==> config.mk <==
export PLATFORM = sky130hd
export DESIGN_NAME = acc_clock_out_cfg
export DESIGN_NICKNAME = d
export VERILOG_FILES = /design/src/design/acc_pkg.sv /design/src/design/acc_tick_div.sv /design/src/design/acc_clock_out_cfg.sv
export SDC_FILE = /design/constraint.sdc
export NUM_CORES = 1
export LEC_CHECK = 0
export ABC_AREA = 1
export BUFFER_PORTS_ARGS = -buffer_cell sky130_fd_sc_hd__buf_2
export CAP_MARGIN = 20
export CELL_PAD_IN_SITES_DETAIL_PLACEMENT = 1
export CELL_PAD_IN_SITES_GLOBAL_PLACEMENT = 1
export CORE_MARGIN = 2
export CORE_UTILIZATION = 40
export CTS_BUF_LIST = sky130_fd_sc_hd__clkbuf_4
export DETAILED_ROUTE_END_ITERATION = 7
export GPL_TIMING_DRIVEN = 0
export HOLD_SLACK_MARGIN = 0.06
export PLACE_DENSITY_LB_ADDON = 0.1
export SLEW_MARGIN = 30
export SYNTH_ARGS = -nofsm -noshare
export SYNTH_HDL_FRONTEND = slang
export SYNTH_HIERARCHICAL = 1
export SYNTH_SLANG_ARGS = --single-unit
==> constraint.sdc <==
create_clock -name clk -period 6.2 [get_ports clk]
set_clock_uncertainty 0.1 [all_clocks]
set_input_delay 0.62 -clock clk [delete_from_list [all_inputs] [get_ports clk]]
set_output_delay 0.62 -clock clk [all_outputs]
set_load 0.01 [all_outputs]
==> src/design/acc_pkg.sv <==
/*
 * Constants shared by the clock and output configuration block:
 * register offsets, field positions, reset values and serial framing.
 * Assumes one 100 MHz system clock and 8-bit registers in a 13-bit address space.
 */
package acc_pkg;
	localparam int          ADDR_W            = 13;
	localparam int          DATA_W            = 8;
	localparam int          ADC_W             = 14;
	localparam int          CMD_BITS          = 16;
	localparam int          FRAME_BITS        = 24;

	localparam logic [12:0] OFS_SERIAL_EDGE   = 13'h0004;
	localparam logic [12:0] OFS_RAND_WCK      = 13'h0007;
	localparam logic [12:0] OFS_CAL_DELAY     = 13'h001E;
	localparam logic [12:0] OFS_DELAY_LOOP    = 13'h0052;
	localparam logic [12:0] OFS_TIMING_SRC    = 13'h0053;
	localparam logic [12:0] OFS_REF_DIV_LO    = 13'h0054;
	localparam logic [12:0] OFS_OUT_DIV_REFHI = 13'h0055;

	localparam logic [7:0]  RST_SERIAL_EDGE   = 8'h9F;
	localparam logic [7:0]  RST_RAND_WCK      = 8'h62;
	localparam logic [7:0]  RST_CAL_DELAY     = 8'h80;
	localparam logic [7:0]  RST_DELAY_LOOP    = 8'h0A;
	localparam logic [7:0]  RST_TIMING_SRC    = 8'h45;
	localparam logic [7:0]  RST_REF_DIV_LO    = 8'h00;
	localparam logic [7:0]  RST_OUT_DIV_REFHI = 8'h48;

	// Bit positions
	localparam int          B_EDGE_SEL        = 7;
	localparam int          B_WCK_INV         = 7;
	localparam int          B_CAL_DLY_EN      = 6;
	localparam int          B_RAND_EN         = 0;
	localparam int          B_DUTY            = 7;
	localparam int          B_PHASE_HI        = 6;
	localparam int          B_PHASE_LO        = 4;
	localparam int          B_LOOP_OUT_EN     = 3;
	localparam int          B_LOOP_EN         = 2;
	localparam int          B_BUF_EN          = 1;
	localparam int          B_LOOP_RUN        = 0;
	localparam int          B_SRC_PLL         = 4;
	localparam int          B_OUTDIV_HI       = 7;
	localparam int          B_OUTDIV_LO       = 4;
	localparam int          B_REFHI_HI        = 1;
	localparam int          B_REFHI_LO        = 0;

	// Cycles of clk per step of the calibration start delay
	localparam int          CAL_STEP_CYCLES   = 16;
	localparam logic [4:0]  BIT_CNT_MAX       = 5'd24;
endpackage : acc_pkg

==> src/design/acc_tick_div.sv <==
/*
 * Divides a one-cycle tick stream by a programmable ratio.
 * Assumes tick_in is synchronous to clk; ratios 0 and 1 pass every tick.
 */
`timescale 1ns/1ns
module acc_tick_div #(
	parameter int W = 10
) (
	input  wire logic         clk,
	input  wire logic         resetn,
	input  wire logic [W-1:0] ratio,
	input  wire logic         tick_in,
	output logic              tick_out
);
	logic [W-1:0] cnt_r;
	logic [W-1:0] cnt_nxt;
	logic         tick_r;
	logic         tick_nxt;

	always_comb begin
		cnt_nxt  = cnt_r;
		tick_nxt = 1'b0;
		if (tick_in) begin
			// Ratio change takes hold at once; a count at or past the new limit wraps on the next tick
			if (ratio <= W'(1) || cnt_r >= ratio - W'(1)) begin
				cnt_nxt  = '0;
				tick_nxt = 1'b1;
			end else begin
				cnt_nxt = cnt_r + W'(1);
			end
		end
	end

	always_ff @(posedge clk or negedge resetn) begin
		if (!resetn) begin
			cnt_r  <= '0;
			tick_r <= 1'b0;
		end else begin
			cnt_r  <= cnt_nxt;
			tick_r <= tick_nxt;
		end
	end

	assign tick_out = tick_r;
endmodule : acc_tick_div

==> src/design/acc_clock_out_cfg.sv <==
/*
 * Serial-port register file and clock/output configuration of the converter.
 * Assumes serial pins and clock ticks are synchronous to clk (100 MHz),
 * and that the phase-delay and reference-divider enable bits live elsewhere and feed in.
 */
// What this block does
// - Serial output changes on falling clock edge when edge bit set, else rising.
// - In down-conversion mode word clock is inverted when polarity bit set.
// - Output data is randomized when randomizer enable bit is set.
// - Calibration delay enable bit selects programmed delay or ignores it.
// - Calibration start delay grows linearly with the eight-bit setting.
// - Duty-correction bit turns loop duty-cycle correction on.
// - Three-bit phase field shifts output clock in 45-degree steps.
// - Phase selection acts only with phase-delay enable and no decimation.
// - Loop output clock off when its enable is 0; no output then while the loop enable bit is set.
// - Loop enable bit enables the delay-locked loop.
// - Input buffer disabled drops internal_clock_on and stops reference divider ticks and converter output.
// - Loop held in reset while reset bit is 0, runs when 1.
// - Timing source bit picks loop output when 1, external clock when 0.
// - Ten-bit reference divider; 0, 1 and 2 divide by one, other N divides by N.
// - Reference divider acts only while its enable bit is set.
// - Reference divider bypassed while its enable bit is 0.
// - Four-bit output divider; 0 and 1 undivided, default divide by four.
`timescale 1ns/1ns
module acc_clock_out_cfg
	import acc_pkg::*;
#(
	parameter int CAL_STEP = acc_pkg::CAL_STEP_CYCLES
) (
	input  wire logic                     clk,
	input  wire logic                     resetn,
	input  wire logic                     sclk,
	input  wire logic                     cs_n,
	input  wire logic                     sdi,
	output logic                          sdo_o,
	output logic                          sdo_oe,
	input  wire logic                     down_conversion_mode,
	input  wire logic                     decimation_used,
	input  wire logic                     phase_delay_enable,
	input  wire logic                     reference_divider_enable,
	input  wire logic                     word_clock_in,
	output logic                          word_clock,
	input  wire logic [acc_pkg::ADC_W-1:0] adc_data_in,
	input  wire logic                     adc_valid_in,
	output logic [acc_pkg::ADC_W-1:0]     adc_data_out,
	output logic                          adc_valid_out,
	input  wire logic                     cal_request,
	output logic                          cal_start,
	input  wire logic                     ref_tick,
	input  wire logic                     vco_tick,
	output logic                          ref_div_tick,
	output logic                          out_div_tick,
	output logic                          timing_from_pll,
	output logic                          internal_clock_on,
	output logic                          duty_correct_on,
	output logic                          loop_enable,
	output logic                          loop_in_reset,
	output logic                          loop_output_clock_on,
	output logic [2:0]                    output_clock_phase_select
);
	import acc_pkg::*;

	function automatic logic [7:0] reg_rst(input logic [12:0] a);
		case (a)
			OFS_SERIAL_EDGE:   reg_rst = RST_SERIAL_EDGE;
			OFS_RAND_WCK:      reg_rst = RST_RAND_WCK;
			OFS_CAL_DELAY:     reg_rst = RST_CAL_DELAY;
			OFS_DELAY_LOOP:    reg_rst = RST_DELAY_LOOP;
			OFS_TIMING_SRC:    reg_rst = RST_TIMING_SRC;
			OFS_REF_DIV_LO:    reg_rst = RST_REF_DIV_LO;
			OFS_OUT_DIV_REFHI: reg_rst = RST_OUT_DIV_REFHI;
			default:           reg_rst = 8'h00;
		endcase
	endfunction : reg_rst

	localparam int NREG = 7;
	localparam logic [12:0] OFS_TAB [NREG] = '{OFS_SERIAL_EDGE, OFS_RAND_WCK,
		OFS_CAL_DELAY, OFS_DELAY_LOOP, OFS_TIMING_SRC, OFS_REF_DIV_LO,
		OFS_OUT_DIV_REFHI};

	// Serial front end
	logic             sclk_d_r;
	logic [4:0]       bit_cnt_r;
	logic [4:0]       bit_cnt_nxt;
	logic [15:0]      in_sh_r;
	logic [15:0]      in_sh_nxt;
	logic             rd_r;
	logic             rd_nxt;
	logic [12:0]      addr_r;
	logic [12:0]      addr_nxt;
	logic [7:0]       out_sh_r;
	logic [7:0]       out_sh_nxt;
	logic             sdo_r;
	logic             sdo_nxt;
	logic             wr_en;
	logic [7:0]       wr_data;
	logic [7:0]       rd_data;
	logic             rise;
	logic             fall;
	logic             upd_edge;
	logic [7:0]       regs_r [NREG];

	assign rise = sclk & ~sclk_d_r;
	assign fall = ~sclk & sclk_d_r;
	// Edge on which read data advances
	assign upd_edge = regs_r[0][B_EDGE_SEL] ? fall : rise;

	always_comb begin
		rd_data = 8'h00;
		for (int i = 0; i < NREG; i++) begin
			// Built from the shifter, not addr_nxt, so no process loop forms
			if ({in_sh_r[11:0], sdi} == OFS_TAB[i]) begin
				rd_data = regs_r[i];
			end
		end
	end

	always_comb begin
		bit_cnt_nxt = bit_cnt_r;
		in_sh_nxt   = in_sh_r;
		rd_nxt      = rd_r;
		addr_nxt    = addr_r;
		out_sh_nxt  = out_sh_r;
		sdo_nxt     = sdo_r;
		wr_en       = 1'b0;
		wr_data     = {in_sh_r[6:0], sdi};
		if (cs_n) begin
			bit_cnt_nxt = '0;
			rd_nxt      = 1'b0;
		end else begin
			// Shift out only after the command word, one bit per edge
			if (upd_edge && rd_r && bit_cnt_r >= 5'(CMD_BITS)) begin
				sdo_nxt    = out_sh_r[7];
				out_sh_nxt = {out_sh_r[6:0], 1'b0};
			end
			if (rise && bit_cnt_r < BIT_CNT_MAX) begin
				in_sh_nxt   = {in_sh_r[14:0], sdi};
				bit_cnt_nxt = bit_cnt_r + 5'd1;
				if (bit_cnt_r == 5'(CMD_BITS - 1)) begin
					rd_nxt     = in_sh_r[14];
					addr_nxt   = {in_sh_r[11:0], sdi};
					out_sh_nxt = rd_data;
				end
				if (bit_cnt_r == 5'(FRAME_BITS - 1) && !rd_r) begin
					wr_en = 1'b1;
				end
			end
		end
	end

	always_ff @(posedge clk or negedge resetn) begin
		if (!resetn) begin
			sclk_d_r  <= 1'b0;
			bit_cnt_r <= '0;
			in_sh_r   <= '0;
			rd_r      <= 1'b0;
			addr_r    <= '0;
			out_sh_r  <= '0;
			sdo_r     <= 1'b0;
		end else begin
			sclk_d_r  <= sclk;
			bit_cnt_r <= bit_cnt_nxt;
			in_sh_r   <= in_sh_nxt;
			rd_r      <= rd_nxt;
			addr_r    <= addr_nxt;
			out_sh_r  <= out_sh_nxt;
			sdo_r     <= sdo_nxt;
		end
	end

	assign sdo_o  = sdo_r;
	assign sdo_oe = ~cs_n & rd_r & (bit_cnt_r >= 5'(CMD_BITS));

	// Factory bits are stored verbatim; nothing here protects them
	genvar g;
	generate
		for (g = 0; g < NREG; g++) begin : g_reg
			logic [7:0] reg_nxt;
			always_comb begin
				reg_nxt = regs_r[g];
				if (wr_en && addr_r == OFS_TAB[g]) begin
					reg_nxt = wr_data;
				end
			end
			always_ff @(posedge clk or negedge resetn) begin
				if (!resetn) begin
					regs_r[g] <= reg_rst(OFS_TAB[g]);
				end else begin
					regs_r[g] <= reg_nxt;
				end
			end
		end
	endgenerate

	// Decoded controls
	logic [9:0] ref_ratio;
	logic [9:0] ref_raw;
	logic [3:0] out_ratio;
	logic       out_blocked;

	assign duty_correct_on      = regs_r[3][B_DUTY];
	assign loop_output_clock_on = regs_r[3][B_LOOP_OUT_EN];
	assign loop_enable          = regs_r[3][B_LOOP_EN];
	assign internal_clock_on    = regs_r[3][B_BUF_EN];
	assign loop_in_reset        = ~regs_r[3][B_LOOP_RUN];
	assign timing_from_pll      = regs_r[4][B_SRC_PLL];
	assign output_clock_phase_select =
		(phase_delay_enable && !decimation_used) ?
		regs_r[3][B_PHASE_HI:B_PHASE_LO] : 3'b000;

	assign ref_raw = {regs_r[6][B_REFHI_HI:B_REFHI_LO], regs_r[5]};
	// Ratio two is unsupported and handled as a pass-through
	assign ref_ratio = (!reference_divider_enable || ref_raw == 10'h002)
		? 10'h000 : ref_raw;
	assign out_ratio = regs_r[6][B_OUTDIV_HI:B_OUTDIV_LO];

	acc_tick_div #(.W(10)) u_ref_div (
		.clk      (clk),
		.resetn   (resetn),
		.ratio    (ref_ratio),
		.tick_in  (ref_tick & internal_clock_on),
		.tick_out (ref_div_tick)
	);

	acc_tick_div #(.W(4)) u_out_div (
		.clk      (clk),
		.resetn   (resetn),
		.ratio    (out_ratio),
		.tick_in  (vco_tick),
		.tick_out (out_div_tick)
	);

	// Data path
	logic [ADC_W-1:0] data_r;
	logic [ADC_W-1:0] data_nxt;
	logic             valid_r;
	logic             valid_nxt;
	logic             wck_r;
	logic             wck_nxt;

	assign out_blocked = !internal_clock_on
		|| (loop_enable && (!loop_output_clock_on || loop_in_reset));

	always_comb begin
		data_nxt  = data_r;
		valid_nxt = adc_valid_in & ~out_blocked;
		wck_nxt   = word_clock_in
			^ (down_conversion_mode & regs_r[1][B_WCK_INV]);
		if (valid_nxt) begin
			// Upper bits scrambled by the LSB so the LSB alone undoes it
			data_nxt = regs_r[1][B_RAND_EN] ?
				(adc_data_in ^ {{(ADC_W-1){adc_data_in[0]}}, 1'b0})
				: adc_data_in;
		end
	end

	always_ff @(posedge clk or negedge resetn) begin
		if (!resetn) begin
			data_r  <= '0;
			valid_r <= 1'b0;
			wck_r   <= 1'b0;
		end else begin
			data_r  <= data_nxt;
			valid_r <= valid_nxt;
			wck_r   <= wck_nxt;
		end
	end

	assign adc_data_out  = data_r;
	assign adc_valid_out = valid_r;
	assign word_clock    = wck_r;

	// Calibration start delay
	typedef enum logic [1:0] {ACC_CAL_IDLE, ACC_CAL_WAIT, ACC_CAL_GO}
		acc_cal_t;
	acc_cal_t   cal_st_r;
	acc_cal_t   cal_st_nxt;
	logic [15:0] cal_cnt_r;
	logic [15:0] cal_cnt_nxt;
	logic [15:0] cal_target;

	assign cal_target = regs_r[1][B_CAL_DLY_EN] ?
		16'(32'(regs_r[2]) * CAL_STEP) : 16'h0000;

	always_comb begin
		cal_st_nxt  = cal_st_r;
		cal_cnt_nxt = cal_cnt_r;
		case (cal_st_r)
			ACC_CAL_IDLE: begin
				cal_cnt_nxt = 16'h0000;
				if (cal_request) begin
					cal_st_nxt = ACC_CAL_WAIT;
				end
			end
			ACC_CAL_WAIT: begin
				if (cal_cnt_r >= cal_target) begin
					cal_st_nxt = ACC_CAL_GO;
				end else begin
					cal_cnt_nxt = cal_cnt_r + 16'h0001;
				end
			end
			ACC_CAL_GO: begin
				cal_st_nxt = ACC_CAL_IDLE;
			end
			default: begin
				cal_st_nxt = ACC_CAL_IDLE;
			end
		endcase
	end

	always_ff @(posedge clk or negedge resetn) begin
		if (!resetn) begin
			cal_st_r  <= ACC_CAL_IDLE;
			cal_cnt_r <= 16'h0000;
		end else begin
			cal_st_r  <= cal_st_nxt;
			cal_cnt_r <= cal_cnt_nxt;
		end
	end

	assign cal_start = (cal_st_r == ACC_CAL_GO);
endmodule : acc_clock_out_cfg

* Word level (Yosys, flattened, before mapping)
Cells that the tools add are included.
** Operators by class
- Order comparisons :: 7
- $add $sub $neg :: 6
- Bitwise logic cells :: 14
- Muxes and demuxes :: 34
- Reductions and logical operators :: 33
- Equality and inequality tests :: 22
** Operators by type and width (number)
- equality test 13 x 7 -> 1 bit, second input constant :: 8
- 2-to-1 mux 8 bit :: 10
- equality test 13 x 3 -> 1 bit, second input constant :: 4
- one-hot mux 16 bit (2 select lines) :: 1
- equality test 13 x 5 -> 1 bit, second input constant :: 2
- 2-to-1 mux 10 bit :: 2
- adder 16 x 1 -> 16 bit, second input constant :: 1
- >= comparator 16 x 12 -> 1 bit :: 1
- 2-to-1 mux 16 bit :: 1
- 2-to-1 mux 14 bit :: 1
- XOR 14 bit :: 1
- logical AND 1 bit :: 13
- 2-to-1 mux 12 bit :: 1
- 2-to-1 mux 1 bit :: 11
- adder 10 x 1 -> 10 bit, second input constant :: 1
- equality test 10 x 2 -> 1 bit, second input constant :: 1
- >= comparator 10 bit :: 1
- less-or-equal comparator 10 x 1 -> 1 bit, second input constant :: 1
- 2-to-1 mux 5 bit :: 2
- AND reduction 2 bit :: 5
- subtractor 10 x 1 -> 10 bit, second input constant :: 1
- AND 1 bit :: 7
- inequality test 2 bit, second input constant :: 3
- nonzero test 2 bit :: 3
- 21 further kinds :: 34
** Word-level totals
- Register bits :: 150
- Output and inout port bits :: 30
- Logic and storage cells :: 139
- Input port bits :: 28

* Depth between registers and ports, before layout
- Word-level depth :: 10
- Mapped depth :: 21
- Gate-level depth less buffers :: 21

* By module
Netlist, hierarchy kept.
** By module, submodules not included
- acc_clock_out_cfg :: area each 6670.1 um^2, sequential area each 3374.5 um^2, cells an instance 833, instances 1
- acc_tick_div (u_ref_div) :: area each 1019.7 um^2, sequential area each 275.3 um^2, cells an instance 132, instances 1
- acc_tick_div (u_out_div) :: area each 394.1 um^2, sequential area each 125.1 um^2, cells an instance 51, instances 1

* Least setup slack after synthesis
Ideal clock, no wire load.
- Path type :: reg2reg
- Start :: register regs_r (netlist bit ref_raw[2])
- End :: register u_ref_div.cnt_r[2]
- Required time :: 5.974 ns
- Library setup time :: 0.126 ns
- Stages on the path, launching flop included :: 21
- Arrival time :: 2.664 ns
- Slack :: 3.310 ns
- Clock period less this slack :: 2.890 ns
- Buffers on the path :: 0
- Cell sequence :: dfrtp_1 -> nor4_1 -> nand4_1 -> nand2_1 -> inv_1 -> nand2_1 -> inv_1 -> nor3_2 -> nand2_2 -> nor2_4 -> nand2_2 -> xnor2_1 -> inv_1 -> ha_1 -> nand2_1 -> nor2_1 -> nand2_1 -> nor2_1 -> nor2_2 -> nand3_4 -> a21oi_1
** Between the ends
- Longest elaborated chain between the ends :: 7
- Elaborated cells on any way between the ends :: 8
- Those cells by class :: add/sub: 1; order compare: 2; eq/ne: 1; mux: 2; reduce/logical: 2
** Ends and longest elaborated chain
- start: declaration :: line acc_clock_out_cfg.sv:101 : logic [7:0] regs_r [NREG];
- start signal: indexed assignment :: line acc_clock_out_cfg.sv:187 : regs_r[g] <= reg_rst(OFS_TAB[g]);
- start signal: indexed assignment :: line acc_clock_out_cfg.sv:189 : regs_r[g] <= reg_nxt;
- equality test 10 x 2 -> 1 bit :: line acc_clock_out_cfg.sv:213 : assign ref_ratio = (!reference_divider_enable || ref_raw == 10'h002)
- logical OR 1 bit :: line acc_clock_out_cfg.sv:213
- 2-to-1 mux 10 bit (*) :: line acc_clock_out_cfg.sv:214 : ? 10'h000 : ref_raw;
- via ref_ratio[2] :: line acc_clock_out_cfg.sv:196 : logic [9:0] ref_ratio;
- subtractor 10 x 1 -> 10 bit :: line acc_tick_div.sv:25 : if (ratio <= W'(1) || cnt_r >= ratio - W'(1)) begin
- >= comparator 10 bit :: line acc_tick_div.sv:25
- logical OR 1 bit (*) :: line acc_tick_div.sv:25
- 2-to-1 mux 10 bit (*) :: line acc_tick_div.sv:25
- end signal: assignment :: line acc_tick_div.sv:39 : cnt_r <= cnt_nxt;
- end: declaration :: line acc_tick_div.sv:15 : logic [W-1:0] cnt_r;
Mark *: on every way through the listed nets, which the timed path passes. The rest lies on a longest branch.
A chain may end at the register's enable or synchronous reset.

* Worst setup path after layout
- Start :: register regs_r (netlist bit ref_raw[2])
- End :: register u_ref_div.cnt_r[3]
Same word-level chain as after synthesis.

==> summary.md <==
| Metric | Value |
|---|---|
| Final #Nets | 1155 |
| Vias after detailed routing | 6823 |
| First-pass GRT wire length | 35100 um |
| Num rows | 52 |
| 1st-iter DRT viols | 282 |
| Max frequency | 0.301 GHz |
| Die Y | 146 um |
| Final worst path period need | 3.32 ns |
| Synth async-reset ratio | 100% |
| Status | finished clean |
| Clk Latency, worst-skew pair | 0.60 ns |
| Layout filler cell count | 2551 |
| Power share of the clock group | 32.2% |
| Detail Route Antenna Nets | 0 |
| Final hold slack | 0.0993 ns |
| P_leak | 4.33 nW |
| CTS tree | yes |
| Clk root buf | clkbuf_4 |
| Layout cells sized above 1 | 14.1% |
| GRT Util Overall | 20.6% |
| Initial antenna violation count | 1 |
| PortBufs | 56 |
| # setup viols final | 0 |
| Number of synthesized register bits | 150 |
| Unrepaired setup endpoints after global routing | no |
| Mapped cell area | 0.00808 mm2 |
| Pin count of the biggest net entering global routing | 85 |
| Pwr/cell area | 196 mW/mm2 |
| Final Hold Vio Count | 0 |
| Drt pass-1 iters | 4 |
| Clk sink count | 150 |
| Final period util | 53.6% |
| Fin Setup TNS | 0 ns |
| Internal | 0.00125 W |
| Register area share after synthesis | 46.7% |
| EDFF count, synth | 0 |
| Relative slew margins | 54.0% |
| Crit Path Max Fanout | 10 |
| Hold Crit Class | primary input to flop |
| Vias per std cell | 4.95 |
| Core footprint | 0.0200 mm2 |
| Worst path arrival time | 3.69 ns |
| MaxCap Viol Count | 0 |
| Sw Pwr | 0.000517 W |
| Placed cells | 1343 |
| Crit. End Element | flop |
| Sequential power share | 58.1% |
| CP Class | flop to flop |
| Post-Synthesis Net Count | 1077 |
| Buffers from clock root to sink, at most | 2 |
| Initial core utilization | 40.3% |
| Post-DP HPWL | 15400 um |
| Mapped Cells | 1016 |
| Worst-margin pin slew | 0.691 ns |
| Worst-path clk slew | 0.13 ns |
| Top FF cell, synth | dfrtp_1 |
| H-Tree Depth | 4 |
| Startpoint Class | flop |
| Gr ovfl total | 0 |
| Total power | 0.00177 W |
| Worst EP required | 6.57 ns |
| Comb power frac | 9.7% |
| Syn. warnings | 6 |
| Final max-slew violation count | 0 |
| PostCTS Resize Cnt | 0 |
| Num CTS Buffers | 17 |
| Final std cells w/o fill | 1378 |
| Avg Inst Size Synth | 7.96 um2 |
| WL/cell | 15.2 um |
| Gpl congestion | 0.793 |
| IO Pins | 58 |
| DRC viols | 0 |
| Layout Utilization | 44.9% |
| Peak VDD IR | 0.107 mV |
| Vias in the first global route | 6968 |
| Drt total wl | 21000 um |
| Cell variety after synth | 38 |
| Die ar. | 0.0214 mm2 |
| Syn-to-layout area delta | 11.4% |
| Die W | 146 um |
| Multi-input gate area | 0.00372 mm2 |
| FF/Latch Area | 0.00377 mm2 |
| Sw frac | 29.3% |
[power groups by stage]
stage | combinational (W) | sequential (W) | clock, W
after floorplan | 0.0000881 | 0.00104 | 0
after global placement | 0.000170 | 0.00104 | 0
after detailed placement | 0.000175 | 0.00105 | 0
after CTS | 0.000177 | 0.00103 | 0.000586
after global routing | 0.000194 | 0.00103 | 0.000623
final | 0.000171 | 0.00103 | 0.000568
[cells by family (layout without fill, tap and decap cells)]
family,count (synthesis),after routing,synth area share (%)
DFF,150,150,46.7
adders and majority gates,33,33,5.11
buffers and inverters,150,241,7.23
other,0,1,0
AOI/OAI and AO/OA,181,181,11.7
and+or+nand+nor,468,468,25.5
xor gates and xnor gates,34,34,3.68
[critical path, cell delays in order, from the launching register on]
cell and delay [ns]:
dfrtp_1 0.43, nor4_1 0.30, nand4_1 0.13, nand2_1 0.19, inv_1 0.13, nand2_1 0.08, inv_1 0.08, nor3_2 0.25
nand2_2 0.11, nor2_4 0.12, nand2_2 0.06, xnor2_1 0.12, inv_1 0.05, ha_1 0.29, nand2_1 0.08, nor2_1 0.17
nand2_1 0.07, nor2_1 0.14, nor2_2 0.07, nand3_4 0.15, a21oi_1 0.09
[Yosys cell counts (2+ instances only)]
library cell / n / area (um2)
a31oi_1: 9 / 56.3
or2_2: 2 / 12.5
nor4_1: 2 / 12.5
inv_2: 8 / 30.0
nor3_1: 9 / 45.0
ha_1: 33 / 413
buf_2: 4 / 20.0
inv_1: 113 / 424
dfstp_2: 17 / 447
nand3_1: 53 / 265
nand3_2: 3 / 30.0
nand4_1: 24 / 150
xor2_1: 24 / 210
o21ai_1: 6 / 30.0
clkinv_1: 2 / 7.51
nor2_4: 3 / 33.8
nor3_4: 4 / 65.1
dfrtp_1: 133 / 3330
nor2_1: 63 / 236
o211ai_1: 2 / 15.0
nor3_2: 2 / 20.0
a21oi_2: 5 / 43.8
nor2_2: 10 / 62.6
a21oi_1: 34 / 170
nand2_1: 285 / 1070
o21ai_0: 121 / 606
xnor2_1: 10 / 87.6
buf_6: 2 / 22.5
clkbuf_1: 19 / 71.3
nand2_2: 6 / 37.5
[layout by cell type (no fill, tap or decap), drive strengths merged, types with 3 or more instances in the layout]
cell and count:
xnor2 10, nor3 15, nand2 291, buf 64, inv 121, nand4 24, ha 33, clkinvlp 3
dfrtp 133, clkbuf 39, xor2 24, nand3 57, nor2 76, o21ai 127, a21oi 39, dfstp 17
clkinv 11, a31oi 9
[stage by stage]
| step | worst slack [ns] | cell area (um2) |
|---|---|---|
| after floorplan | 3.31 | 8080 |
| after global placement | 2.06 | 8700 |
| after detailed placement | 2.80 | 8740 |
| after CTS | 2.83 | 9000 |
| after global routing | 2.47 | 9000 |
| final | 2.88 | 9000 |
[what timing repair did]
item	4_1_cts	5_1_grt
hold buffers	2	0
endpoints found under the hold margin	66	0
setup buffers	0	0
[layout make-up]
cell class | instances | share of cell area (%)
Multi-Input combinational cell | 716 | 41.4
Antenna cell | 1 | 0.0278
Tap cell | 270 | 3.75
Inverter | 124 | 5.18
Timing Repair Buffer | 59 | 3.75
Clock inverter | 12 | 1.01
Clock buffer | 20 | 1.67
Buffer | 26 | 1.31
Sequential cell | 150 | 41.9
[metal layers]
layer	GRT usage, %	share of wire (%)
met3	4.03	2.2
met5	0	0
met1	27.2	48
met2	35.0	49
met4	4.95	0.99
[path summary, 6_finish.rpt]
path,start,to,slack [ns],cells past startpoint
min in group asynchronous,resetn,cal_cnt_r[13]$_DFFE_PN0P_,0.43,2
min reg2reg,in_sh_r[13]$_DFFE_PN0P_,in_sh_r[13]$_DFFE_PN0P_,0.39,2
max in group asynchronous,resetn,regs_r[3]$_DFFE_PN1P_,4.72,3
min,word_clock_in,word_clock$_DFF_PN0_,0.1,2
max,ref_raw[2]$_DFFE_PN0P_,u_ref_div/cnt_r[3]$_DFFE_PN0P_,2.88,20
max reg2reg,ref_raw[2]$_DFFE_PN0P_,u_ref_div/cnt_r[3]$_DFFE_PN0P_,2.88,20
[sequential cells by signal, summed over array words and instances (netlist names), 2 cells and up]
signal / count
adc_data_out: 14
addr_r: 13
bit_cnt_r: 5
cal_cnt_r: 16
cal_st_r: 2
in_sh_r: 15
out_ratio: 4
out_sh_r: 8
ref_raw: 10
regs_r: 37
u_out_div/cnt_r: 4
u_ref_div/cnt_r: 10
(Power assumes the default switching activity.)
